[src/ttl_pkg.sv]
// Register offsets, reset values and timing constants of the time-tag block
package ttl_pkg;
  localparam logic [3:0]  OFS_TIME_TAG   = 4'h8;
  localparam logic [3:0]  OFS_LOG_PTR    = 4'h9;
  localparam logic [3:0]  OFS_MSG_INFO   = 4'hA;
  localparam logic [3:0]  OFS_MEM_PTR    = 4'hF;
  localparam logic [15:0] LOG_PTR_RESET  = 16'h0040;
  localparam logic [7:0]  LOG_BASE       = 8'h40;
  localparam logic [7:0]  LOG_LAST       = 8'h5E;
  localparam logic [7:0]  LOG_STEP       = 8'h02;
  localparam logic [7:0]  COUNT_MAX      = 8'hFF;
  localparam logic [15:0] WORD_ZERO      = 16'h0000;
  localparam logic [15:0] WORD_ONE       = 16'h0001;
  localparam int          CLK_MHZ        = 20;
  localparam int          TICK_BASE_US   = 2;
  localparam int          TICK_BASE_CYC  = TICK_BASE_US * CLK_MHZ;
  localparam logic [11:0] TICK_BASE_M1   = 12'(TICK_BASE_CYC - 1);
  localparam int          MIW_DELAY_US   = 5;
  localparam logic [7:0]  MIW_DELAY_CYC  = 8'(MIW_DELAY_US * CLK_MHZ);
  localparam logic [2:0]  TICK_EXT       = 3'h6;
  // Tick period select codes: 2,4,8,16,32,64 us then external
  typedef enum logic [2:0] {
    TP_2US  = 3'b000,
    TP_4US  = 3'b001,
    TP_8US  = 3'b010,
    TP_16US = 3'b011,
    TP_32US = 3'b100,
    TP_64US = 3'b101,
    TP_EXT  = 3'b110
  } ttl_tick_t;
endpackage

[src/ttl_timetag_log.sv]
// Time-tag counter, interrupt log pointer and address registers
`timescale 1ns/1ps
module ttl_timetag_log #(
  parameter bit SERIAL_HOST = 1'b1
) (
  input  wire logic                  clk,
  input  wire logic                  nrst,
  input  wire logic                  masterResetPin,
  input  wire logic                  softwareResetCmd,
  input  wire logic [2:0]            tickPeriodSelect,
  input  wire logic                  extTickPulse,
  input  wire logic                  tagCounterClearBit,
  input  wire logic                  syncLoadOptionLo,
  input  wire logic                  syncLoadOptionHi,
  input  wire logic                  syncNoDataCommand,
  input  wire logic                  syncWithDataCommand,
  input  wire logic [15:0]           syncDataWord,
  input  wire logic                  irqEvent,
  input  wire logic [15:0]           irqIdentityWord,
  input  wire logic                  irqFromMessage,
  input  wire logic [15:0]           irqDescriptorAddr,
  input  wire logic                  terminalActive,
  input  wire logic [15:0]           messageInfoAddrIn,
  input  wire logic                  hostRead,
  input  wire logic                  hostWrite,
  input  wire logic [3:0]            hostAddr,
  input  wire logic [15:0]           hostWrData,
  output logic      [15:0]           hostRdData,
  output logic                       ramWrite,
  output logic      [15:0]           ramAddr,
  output logic      [15:0]           ramData,
  output logic                       syncLoadDone
);
  import ttl_pkg::*;

  // Whole state in one struct, registered once
  typedef struct packed {
    logic [15:0] timeTag;
    logic [11:0] baseCnt;
    logic [5:0]  tickDiv;
    logic [7:0]  logAddr;
    logic [7:0]  logCount;
    logic        logSecond;
    logic [15:0] pendSource;
    logic [15:0] msgInfoPtr;
    logic        activeSeen;
    logic [7:0]  miwDelay;
    logic        miwTiming;
    logic [15:0] memPtr;
    logic [15:0] rdData;
    logic        ramWr;
    logic [15:0] ramA;
    logic [15:0] ramD;
    logic        syncDone;
  } ttl_state_t;

  ttl_state_t state_reg;
  ttl_state_t state_next;
  logic       tick;
  logic       loadOk;
  logic [5:0] divMax;
  localparam logic [7:0] LOG_ZERO_HI = 8'h00; // Ring sits in the low page

  // Divider length per select code; 2 us base ticks counted above it
  always_comb begin
    unique case (ttl_tick_t'(tickPeriodSelect))
      TP_2US:  divMax = 6'd0;
      TP_4US:  divMax = 6'd1;
      TP_8US:  divMax = 6'd3;
      TP_16US: divMax = 6'd7;
      TP_32US: divMax = 6'd15;
      TP_64US: divMax = 6'd31;
      default: divMax = 6'd0;
    endcase
  end

  // Load qualification from option bits and data word bit 0
  always_comb begin
    unique case ({syncLoadOptionHi, syncLoadOptionLo})
      2'b11:   loadOk = 1'b1;
      2'b01:   loadOk = ~syncDataWord[0];
      2'b10:   loadOk = syncDataWord[0];
      default: loadOk = 1'b0;
    endcase
  end

  // Tick source; undefined code 7 falls back to external clock
  always_comb begin
    if (tickPeriodSelect >= TICK_EXT) begin
      tick = extTickPulse;
    end else begin
      tick = (state_reg.baseCnt == TICK_BASE_M1)
             && (state_reg.tickDiv == divMax);
    end
  end

  // Next-state logic for all registers
  always_comb begin
    state_next = state_reg;
    state_next.ramWr = 1'b0;
    state_next.syncDone = 1'b0;
    // Base 2 us prescaler always runs so tick spacing stays regular
    if (state_reg.baseCnt == TICK_BASE_M1) begin
      state_next.baseCnt = '0;
      state_next.tickDiv = (state_reg.tickDiv >= divMax) ? 6'd0
                           : state_reg.tickDiv + 6'd1;
    end else begin
      state_next.baseCnt = state_reg.baseCnt + 12'd1;
    end
    // Time-tag: clears beat loads, loads beat ticks
    if (tagCounterClearBit || syncNoDataCommand) begin
      state_next.timeTag = WORD_ZERO;
    end else if (syncWithDataCommand && loadOk) begin
      state_next.timeTag = syncDataWord;
    end else if (tick) begin
      state_next.timeTag = state_reg.timeTag + WORD_ONE;
    end
    // Load lands this edge; status logic waits for this strobe
    state_next.syncDone = syncWithDataCommand;
    // Log write: identity word now, source word on the next cycle
    if (state_reg.logSecond) begin
      state_next.ramWr = 1'b1;
      state_next.ramA = {LOG_ZERO_HI, state_reg.logAddr + 8'd1};
      state_next.ramD = state_reg.pendSource;
      state_next.logSecond = 1'b0;
      state_next.logAddr = (state_reg.logAddr == LOG_LAST) ? LOG_BASE
                           : state_reg.logAddr + LOG_STEP;
    end else if (irqEvent) begin
      state_next.ramWr = 1'b1;
      state_next.ramA = {LOG_ZERO_HI, state_reg.logAddr};
      state_next.ramD = irqIdentityWord;
      state_next.pendSource = irqFromMessage ? irqDescriptorAddr
                              : WORD_ZERO;
      state_next.logSecond = 1'b1;
    end
    // Count: read clears, but an event in the same cycle still counts
    if (hostRead && hostAddr == OFS_LOG_PTR) begin
      state_next.logCount = (irqEvent && !state_reg.logSecond) ? 8'd1
                            : 8'd0;
    end
    if (irqEvent && !state_reg.logSecond && !(hostRead
        && hostAddr == OFS_LOG_PTR) && state_reg.logCount != COUNT_MAX) begin
      state_next.logCount = state_reg.logCount + 8'd1;
    end
    // Message info pointer capture 5 us after activity rises
    state_next.activeSeen = terminalActive;
    if (terminalActive && !state_reg.activeSeen) begin
      state_next.miwTiming = 1'b1;
      state_next.miwDelay = MIW_DELAY_CYC - 8'd1;
    end else if (state_reg.miwTiming) begin
      if (state_reg.miwDelay == 8'd1) begin
        state_next.miwTiming = 1'b0;
        state_next.msgInfoPtr = messageInfoAddrIn;
      end
      state_next.miwDelay = state_reg.miwDelay - 8'd1;
    end
    // Host pointer only exists on the serial variant
    if (SERIAL_HOST && hostWrite && hostAddr == OFS_MEM_PTR) begin
      state_next.memPtr = hostWrData;
    end
    // Read mux; unmapped offsets read zero
    unique case (hostAddr)
      OFS_TIME_TAG: state_next.rdData = state_reg.timeTag;
      OFS_LOG_PTR:  state_next.rdData = {state_reg.logCount,
                                         state_reg.logAddr};
      OFS_MSG_INFO: state_next.rdData = state_reg.msgInfoPtr;
      OFS_MEM_PTR:  state_next.rdData = SERIAL_HOST ? state_reg.memPtr
                                        : WORD_ZERO;
      default:      state_next.rdData = WORD_ZERO;
    endcase
    // Soft reset touches only the time-tag; master reset clears all but logAddr, which loads LOG_PTR_RESET
    if (softwareResetCmd) begin
      state_next.timeTag = WORD_ZERO;
    end
    if (masterResetPin) begin
      state_next = '0;
      state_next.logAddr = LOG_PTR_RESET[7:0];
    end
  end

  // Single state register, synchronous active-low reset
  always_ff @(posedge clk) begin
    if (!nrst) begin
      state_reg <= '0;
      state_reg.logAddr <= LOG_PTR_RESET[7:0];
    end else begin
      state_reg <= state_next;
    end
  end

  assign hostRdData = state_reg.rdData;
  assign ramWrite = state_reg.ramWr;
  assign ramAddr = state_reg.ramA;
  assign ramData = state_reg.ramD;
  assign syncLoadDone = state_reg.syncDone;

  // Log ring pointer and count
  ptr_range_a: assert property (@(posedge clk) disable iff (!nrst)
    state_reg.logAddr >= LOG_BASE && state_reg.logAddr <= LOG_LAST
    && !state_reg.logAddr[0]) else $error("log pointer out of range");
  ptr_wrap_a: assert property (@(posedge clk) disable iff (!nrst)
    state_reg.logSecond && state_reg.logAddr == LOG_LAST
    && !masterResetPin |=> state_reg.logAddr == LOG_BASE)
    else $error("log pointer did not wrap");
  ptr_step_a: assert property (@(posedge clk) disable iff (!nrst)
    state_reg.logSecond && state_reg.logAddr != LOG_LAST
    && !masterResetPin
    |=> state_reg.logAddr == $past(state_reg.logAddr) + LOG_STEP)
    else $error("log pointer step wrong");
  count_sat_a: assert property (@(posedge clk) disable iff (!nrst)
    state_reg.logCount == COUNT_MAX && !masterResetPin
    && !(hostRead && hostAddr == OFS_LOG_PTR) |=> state_reg.logCount
    == COUNT_MAX) else $error("count wrapped");
  count_clear_a: assert property (@(posedge clk) disable iff (!nrst)
    hostRead && hostAddr == OFS_LOG_PTR && !irqEvent |=>
    state_reg.logCount == 8'd0) else $error("count not cleared");
  // Event beside a clearing read is still counted: set wins
  read_set_a: assert property (@(posedge clk) disable iff (!nrst)
    hostRead && hostAddr == OFS_LOG_PTR && irqEvent
    && !state_reg.logSecond && !masterResetPin
    |=> state_reg.logCount == 8'd1) else $error("same-cycle event lost");
  // Two ring words per interrupt
  first_word_a: assert property (@(posedge clk) disable iff (!nrst)
    irqEvent && !state_reg.logSecond && !masterResetPin
    |=> ramWrite && ramAddr == {LOG_ZERO_HI, $past(state_reg.logAddr)}
    && ramData == $past(irqIdentityWord))
    else $error("identity word not written");
  src_word_a: assert property (@(posedge clk) disable iff (!nrst)
    irqEvent && !state_reg.logSecond && !irqFromMessage && !masterResetPin
    |=> ##1 ramWrite && ramData == WORD_ZERO)
    else $error("hardware source not zero");
  // Clears and resets
  sync_clear_a: assert property (@(posedge clk) disable iff (!nrst)
    syncNoDataCommand |=> state_reg.timeTag == WORD_ZERO)
    else $error("sync did not clear tag");
  host_clear_a: assert property (@(posedge clk) disable iff (!nrst)
    tagCounterClearBit |=> state_reg.timeTag == WORD_ZERO)
    else $error("clear bit ignored");
  soft_reset_a: assert property (@(posedge clk) disable iff (!nrst)
    softwareResetCmd && !masterResetPin && !state_reg.logSecond
    |=> state_reg.timeTag == WORD_ZERO
    && state_reg.logAddr == $past(state_reg.logAddr))
    else $error("soft reset effect wrong");
  // Master reset restores every register it owns; soft reset keeps both pointers
  mr_clear_a: assert property (@(posedge clk) disable iff (!nrst)
    masterResetPin |=> {state_reg.logCount, state_reg.logAddr}
    == LOG_PTR_RESET && state_reg.timeTag == WORD_ZERO
    && state_reg.msgInfoPtr == WORD_ZERO && state_reg.memPtr == WORD_ZERO)
    else $error("master reset effect wrong");
  miw_keep_a: assert property (@(posedge clk) disable iff (!nrst)
    softwareResetCmd && !masterResetPin
    && !(state_reg.miwTiming && state_reg.miwDelay == 8'd1)
    |=> $stable(state_reg.msgInfoPtr))
    else $error("soft reset moved message pointer");
  mem_keep_a: assert property (@(posedge clk) disable iff (!nrst)
    softwareResetCmd && !masterResetPin
    && !(hostWrite && hostAddr == OFS_MEM_PTR)
    |=> $stable(state_reg.memPtr))
    else $error("soft reset moved host pointer");
  // Counting
  tick_step_a: assert property (@(posedge clk) disable iff (!nrst)
    tick && !syncWithDataCommand && !syncNoDataCommand
    && !tagCounterClearBit && !softwareResetCmd && !masterResetPin
    |=> state_reg.timeTag == $past(state_reg.timeTag) + WORD_ONE)
    else $error("time-tag step wrong");
  base_range_a: assert property (@(posedge clk) disable iff (!nrst)
    state_reg.baseCnt <= TICK_BASE_M1) else $error("prescaler overran");
  // Sync option decoding
  load_all_a: assert property (@(posedge clk) disable iff (!nrst)
    syncWithDataCommand && syncLoadOptionHi && syncLoadOptionLo
    && !syncNoDataCommand && !tagCounterClearBit && !softwareResetCmd
    && !masterResetPin |=> state_reg.timeTag == $past(syncDataWord)
    && syncLoadDone) else $error("sync load missing");
  low_load_a: assert property (@(posedge clk) disable iff (!nrst)
    syncWithDataCommand && !syncLoadOptionHi && syncLoadOptionLo
    && !syncDataWord[0] && !syncNoDataCommand && !tagCounterClearBit
    && !softwareResetCmd && !masterResetPin
    |=> state_reg.timeTag == $past(syncDataWord))
    else $error("option 01 load missing");
  high_load_a: assert property (@(posedge clk) disable iff (!nrst)
    syncWithDataCommand && syncLoadOptionHi && !syncLoadOptionLo
    && syncDataWord[0] && !syncNoDataCommand && !tagCounterClearBit
    && !softwareResetCmd && !masterResetPin
    |=> state_reg.timeTag == $past(syncDataWord))
    else $error("option 10 load missing");
  bit_reject_a: assert property (@(posedge clk) disable iff (!nrst)
    syncWithDataCommand && (syncLoadOptionHi ^ syncLoadOptionLo)
    && (syncDataWord[0] == syncLoadOptionLo) && !tick
    && !syncNoDataCommand && !tagCounterClearBit && !softwareResetCmd
    && !masterResetPin |=> $stable(state_reg.timeTag))
    else $error("refused sync word loaded");
  no_load_a: assert property (@(posedge clk) disable iff (!nrst)
    syncWithDataCommand && !syncLoadOptionHi && !syncLoadOptionLo
    && !tick && !tagCounterClearBit && !syncNoDataCommand
    && !softwareResetCmd && !masterResetPin |=> $stable(state_reg.timeTag))
    else $error("unexpected load");
  sync_done_a: assert property (@(posedge clk) disable iff (!nrst)
    syncWithDataCommand && !masterResetPin |=> syncLoadDone)
    else $error("load strobe missing");
  // Address registers
  miw_update_a: assert property (@(posedge clk) disable iff (!nrst)
    state_reg.miwTiming && state_reg.miwDelay == 8'd1
    && state_reg.activeSeen && !masterResetPin
    |=> state_reg.msgInfoPtr == $past(messageInfoAddrIn))
    else $error("message pointer not captured");
  mem_ptr_a: assert property (@(posedge clk) disable iff (!nrst)
    hostRead && hostAddr == OFS_MEM_PTR && !SERIAL_HOST |=>
    hostRdData == WORD_ZERO) else $error("parallel pointer nonzero");
  par_write_a: assert property (@(posedge clk) disable iff (!nrst)
    !SERIAL_HOST |-> state_reg.memPtr == WORD_ZERO)
    else $error("parallel pointer written");

  // Main scenarios the bench should reach
  read_set_cov: cover property (@(posedge clk) disable iff (!nrst)
    hostRead && hostAddr == OFS_LOG_PTR && irqEvent);
  wrap_cov: cover property (@(posedge clk) disable iff (!nrst)
    state_reg.logSecond && state_reg.logAddr == LOG_LAST);
  sat_cov: cover property (@(posedge clk) disable iff (!nrst)
    state_reg.logCount == COUNT_MAX);
  load_cov: cover property (@(posedge clk) disable iff (!nrst)
    syncWithDataCommand && loadOk);
  miw_cov: cover property (@(posedge clk) disable iff (!nrst)
    state_reg.miwTiming && state_reg.miwDelay == 8'd1);
endmodule

[config.mk]
export PLATFORM = sky130hd
export DESIGN_NAME = ttl_timetag_log
export DESIGN_NICKNAME = d
export VERILOG_FILES = /design/src/ttl_pkg.sv /design/src/ttl_timetag_log.sv
export SDC_FILE = /design/constraint.sdc
export NUM_CORES = 1
export LEC_CHECK = 0
export BUFFER_PORTS_ARGS = -buffer_cell sky130_fd_sc_hd__buf_2
export CORE_MARGIN = 5
export CORE_UTILIZATION = 43
export DETAILED_ROUTE_END_ITERATION = 10
export HOLD_SLACK_MARGIN = 0.1
export PLACE_DENSITY = 0.77
export SYNTH_ARGS = -nofsm -noshare
export SYNTH_HDL_FRONTEND = slang
export SYNTH_SLANG_ARGS = --single-unit
[constraint.sdc]
create_clock -name clk -period 4.3 [get_ports clk]
set_clock_uncertainty 0.1 [all_clocks]
set_input_delay 0.215 -clock clk [delete_from_list [all_inputs] [get_ports clk]]
set_output_delay 0.215 -clock clk [all_outputs]
set_load 0.02 [all_outputs]
# Word-level counts from Yosys, hierarchy flattened
# Index checks and enable logic that the tools add are counted.
[op_classes] reduce_logical=23 eq_ne=17 order_cmp=2 bitwise_logic=4 n_mux=18 addsub=7
[ops] operator="33-bit 2-to-1 mux" count=2
[ops] operator="16-bit case mux with 4 select lines" count=1
[ops] operator="16-bit 2-to-1 mux" count=3
[ops] operator="8-bit 2-to-1 mux" count=5
[ops] operator="5-bit case mux with 5 select lines" count=1
[ops] operator="17-bit 2-to-1 mux" count=1
[ops] operator="16-bit by 1-bit adder with 16-bit output (second input constant)" count=1
[ops] operator="8-bit by 1-bit adder with 8-bit output (second input constant)" count=2
[ops] operator="4-bit == test (second input constant)" count=4
[ops] operator="12-bit by 1-bit adder with 12-bit output (second input constant)" count=1
[ops] operator="12-bit by 6-bit == test with 1-bit output (second input constant)" count=1
[ops] operator="3-bit OR reduction" count=3
[ops] operator="8-bit by 2-bit adder with 8-bit output (second input constant)" count=1
[ops] operator="8-bit by 1-bit == test with 1-bit output (second input constant)" count=1
[ops] operator="8-bit by 7-bit == test with 1-bit output (second input constant)" count=1
[ops] operator="1-bit logical AND" count=8
[ops] operator="8-bit inequality test (second input constant)" count=1
[ops] operator="2-bit nonzero test" count=4
[ops] operator="8-bit by 1-bit subtractor with 8-bit output (second input constant)" count=1
[ops] operator="6-bit by 1-bit adder with 6-bit output (second input constant)" count=1
[ops] operator="3-bit by 2-bit == test with 1-bit output (second input constant)" count=2
[ops] operator="3-bit == test (second input constant)" count=2
[ops] operator="6-bit == test" count=1
[ops] operator="6-bit >= comparator" count=1
[ops] operator="14 further kinds" count=22
[totals] regBits=151 in_bits=102 elab_cells=89 output_inout_bits=50

# Longest topological paths before layout
[depth] ltp_word=7 ltp_mapped=11 ltp_nobuf=10

# Worst setup path after synthesis
# Ideal clock, no wire load.
[synth_path] path_kind="input to register" from="in tickPeriodSelect[1]" to="reg state_reg[150] (netlist bit)" setup_ps=80 arrival_ps=1991 required_time_ps=4120 n_path_buf=1 cell_stages=11 setup_slack_ps=2130 cell_sequence="inv_1 ha_1 a31oi_1 ha_1 and4b_1 nand3_1 o31ai_4 buf_6 nand3_2 xor2_1 a211oi_2"
[synth_between] elab_chain_len=6 elab_cells_between_ends=11 classes_between="1 x order compare; 6 x eq/ne; 2 x mux; 2 x reduce/logical"
[synth_rtl] item="start: declaration" line_no="ttl_timetag_log.sv:10" text="input wire logic [2:0] tickPeriodSelect,"
[synth_rtl] item="3-bit == test, or another cell as far along" line_no="ttl_timetag_log.sv:66" text="unique case (ttl_tick_t'(tickPeriodSelect))"
[synth_rtl] item="5-bit case mux with 5 select lines" line_no="ttl_timetag_log.sv:66"
[synth_rtl] item="6-bit == test" line_no="ttl_timetag_log.sv:93" text="&& (state_reg.tickDiv == divMax);"
[synth_rtl] item="1-bit logical AND" line_no="ttl_timetag_log.sv:93"
[synth_rtl] item="1-bit 2-to-1 mux *" line_no="ttl_timetag_log.sv:89" text="if (tickPeriodSelect >= TICK_EXT) begin"
[synth_rtl] item="2-bit nonzero test (no line) *"
[synth_rtl] item="end signal: assignment" line_no="ttl_timetag_log.sv:187" text="state_reg <= state_next;"
[synth_rtl] item="end: declaration" line_no="ttl_timetag_log.sv:57" text="ttl_state_t state_reg;"
# Mark *: on every way between the ends. The rest lies on a longest branch, timed or not.
# A chain may end at the register's enable or synchronous reset.

# Worst setup path in the final report
[layout_path] from="reg state_reg[128] (netlist bit)" to="reg state_reg[143] (netlist bit)"
[layout_between] elab_chain_len=4
[layout_rtl] item="6-bit == test" line_no="ttl_timetag_log.sv:93"
[layout_rtl] item="1-bit logical AND" line_no="ttl_timetag_log.sv:93"
[layout_rtl] item="1-bit 2-to-1 mux" line_no="ttl_timetag_log.sv:89"
[layout_rtl] item="2-bit nonzero test (no line)"
# No other way between the ends.

==> results.py <==
metrics = {
    "power_and_ir_drop": {
        "p_total_mw": 3.25,
        "ir_worst_vdd_mv": 0.271,
        "p_per_area_mw_per_mm2": 372,
        "power.leakage_nw": 3.64,
    },
    "critical_path": {
        "crit_fanout": 16,
        "path_class": "reg -> reg",
        "arrival_ns": 3.04,
        "startpoint_type": "flip-flop",
        "required_ns": 4.49,
        "worst_setup_path_end_kind": "flip-flop",
    },
    "sta": {
        "drv_slew": 0,
        "hold_ws_ns": 0.205,
        "tightest_slew_ns": 1.15,
        "tns_ns": 0,
        "fin_crit_sh_pct": 66.3,
        "period_minus_slack_ns": 2.85,
        "setup_viol": 0,
        "finalHoldViolCount": 0,
        "maxSlewHeadroom_pct": 22.9,
        "fmax_mhz": 351,
        "rsz0062_at_grt": "false",
    },
    "floorplanning": {
        "core_area_mm2": 0.0153,
        "die-height_um": 135,
        "io-pin-count": 152,
        "die_w_um": 135,
        "rows": 45,
        "die_area_mm2": 0.0182,
        "start_util_pct": 43.9,
    },
    "cts": {
        "clk_latency_ns": 0.42,
        "numCtsBuffers": 17,
        "cts_setup_buffers": 0,
        "path_clk_slew_ns": 0.06,
        "cts_resized": 0,
        "postCtsHoldBufs": 85,
        "cts_tree": "yes",
        "clock_sinks": 150,
        "cts_max_path_buffers": 2,
        "cts_max_level": 4,
        "cts_root_buf": "clkbuf_16",
    },
    "layout": {
        "fin_util_pct": 57.2,
        "num-fill-cells": 1292,
        "largest_reg_flops": 108,
        "drive_above_1_share_pct": 20.8,
        "syn_to_final_growth_pct": 30.5,
        "fin_nets": 1051,
    },
    "route": {
        "wl_per_cell_um": 15.6,
        "dr.pass1.iters": 5,
        "drt_iter0_markers": 442,
        "vias_per_cell": 5.08,
        "route.detailed.drc": 0,
        "vias": 5897,
        "antenna_left": 0,
        "drt_wl_total_um": 18100,
    },
    "grt": {
        "grt_max_degree": 49,
        "antenna_found_initial": 0,
        "grt_pass1_wl_um": 29500,
        "grt_pass1_vias": 5931,
        "track_usage_pct": 20.3,
        "globalRouteOverflowTotal": 0,
    },
    "synthesis": {
        "synth_area_mm2": 0.00669,
        "synth_top_family_by_area": "simple AND/OR/NAND/NOR gates",
        "synth_warnings": 0,
        "syn_avg_cell_area_um2": 8.82,
        "synth-compound-area-share_pct": 13.6,
        "synthAdderAreaFrac_pct": 2.62,
        "synthSimpleGateAreaFrac_pct": 19.6,
        "ys_seq_area_share_pct": 44.9,
        "ys_seq_elements": 150,
        "synthDistinctLibCells": 42,
        "syn_inst": 759,
        "synth_xor_area_share_pct": 5.89,
        "synthMuxAreaShare_pct": 5.23,
    },
    "outcome": {
        "status": "finished clean",
    },
    "placed_design": {
        "dp_hpwl_um": 11400,
        "gp_congestion": 0.919,
        "io_buffers": 143,
    },
    "flow_run": {
        "max_cap_viol_count": 0,
    },
    "hold_path": {
        "min_path_type": "in -> reg",
    },
}
power breakdown:
group	internal, mW	total [mW]	leakage (nW)	switching, mW
clock network	0.952	1.56	0.306	0.610
logic	0.132	0.267	2.12	0.135
registers	1.41	1.42	1.21	0.0115
total	2.49	3.25	3.64	0.757
placed cells by master (no fill, tap or decap), drive strengths merged, types with 12 or more instances in the layout:
cell,netlist,routed
xor2,33,33
a21oi,61,61
clkbuf,32,19
nor2,108,108
a211oi,12,12
a22o,18,18
xnor2,12,12
nand2,95,95
ha,14,14
dfxtp,150,150
mux2i,35,35
and2,12,12
buf,55,152
a222oi,16,16
o21ai,18,18
dlygate4sd3,0,85
nand4,17,17
nand3,12,12
cell usage after synthesis, drive strengths merged:
library cell	n	share of area (%)
dfxtp	150	45
nor2	108	6.1
nand2	95	5.3
a21oi	61	4.6
buf	55	6.0
mux2i	35	5.2
xor2	33	4.3
clkbuf	32	1.8
a22o	18	2.4
o21ai	18	1.3
nand4	17	1.7
a222oi	16	2.4
ha	14	2.6
a211oi	12	1.6
and2	12	1.1
nand3	12	1.0
xnor2	12	1.6
and3	11	1.0
inv	7	0.39
nor2b	7	0.65
nor3	5	0.37
a31oi	4	0.37
and4	4	0.52
nand2b	4	0.37
nor4	4	0.37
nor4b	2	0.45
nor4bb	2	0.30
o21a	2	0.22
o31ai	2	0.43
a32oi	1	0.13
and4b	1	0.15
conb	1	0.056
o211ai	1	0.11
or4	1	0.11
cell type report:
class | instances | area [µm²] | share of cell area [%]
Antenna cell | 1 | 2.50 | 0.0287
Clock buffer | 19 | 453 | 5.19
Clock inverter | 13 | 168 | 1.92
Inverter | 7 | 26.3 | 0.301
Multi-Input combinational cell | 522 | 3180 | 36.4
Sequential cell | 150 | 3000 | 34.4
Tap cell | 211 | 264 | 3.02
Timing Repair Buffer | 237 | 1630 | 18.7
routing by layer:
metal  vias up  routed length, µm  global-route usage (%)
met2       191               8910                    35.0
li1       2929                  -                       -
met4         0                512                    9.73
met5         -                  0                       0
met1      2734               7620                    24.0
met3        43               1070                    4.43
critical path, stage by stage, from the launching register on:
cell and delay (ns):
dfxtp_1 0.34, ha_1 0.31, and4b_1 0.20, nand3_1 0.14, o31ai_4 0.68, xor2_1 0.16, a32oi_1 0.17, dlygate4sd3_1 0.57
nor2_1 0.05
metrics by stage:
step,instances,cell area [µm²],setup WS [ns]
final,1160,8730,1.45
after CTS,1159,8730,1.48
after global routing,1159,8730,1.28
after detailed placement,1042,7260,1.54
after floorplan,766,6720,2.13
after global placement,1042,7260,1.61
logic make-up (layout without fill, tap and decap cells):
kind of cell	Yosys count	after routing
and+or+nand+nor	285	285
AOI/OAI and AO/OA	135	135
DFF	150	150
buffers and inverters	94	276
adders and majority gates	14	14
other	1	9
xor gates and xnor gates	45	45
muxes	35	35
worst paths after layout:
kind	start	end	slack [ns]	depth (start not counted)
hold reg to reg	ramAddr[4]	ramAddr[4]	0.35	2
setup reg to reg	state_reg[128]	state_reg[143]	1.45	8
hold / removal	nrst	state_reg[123]	0.21	4
setup / recovery	state_reg[128]	state_reg[143]	1.45	8
(Power assumes the default switching activity.)
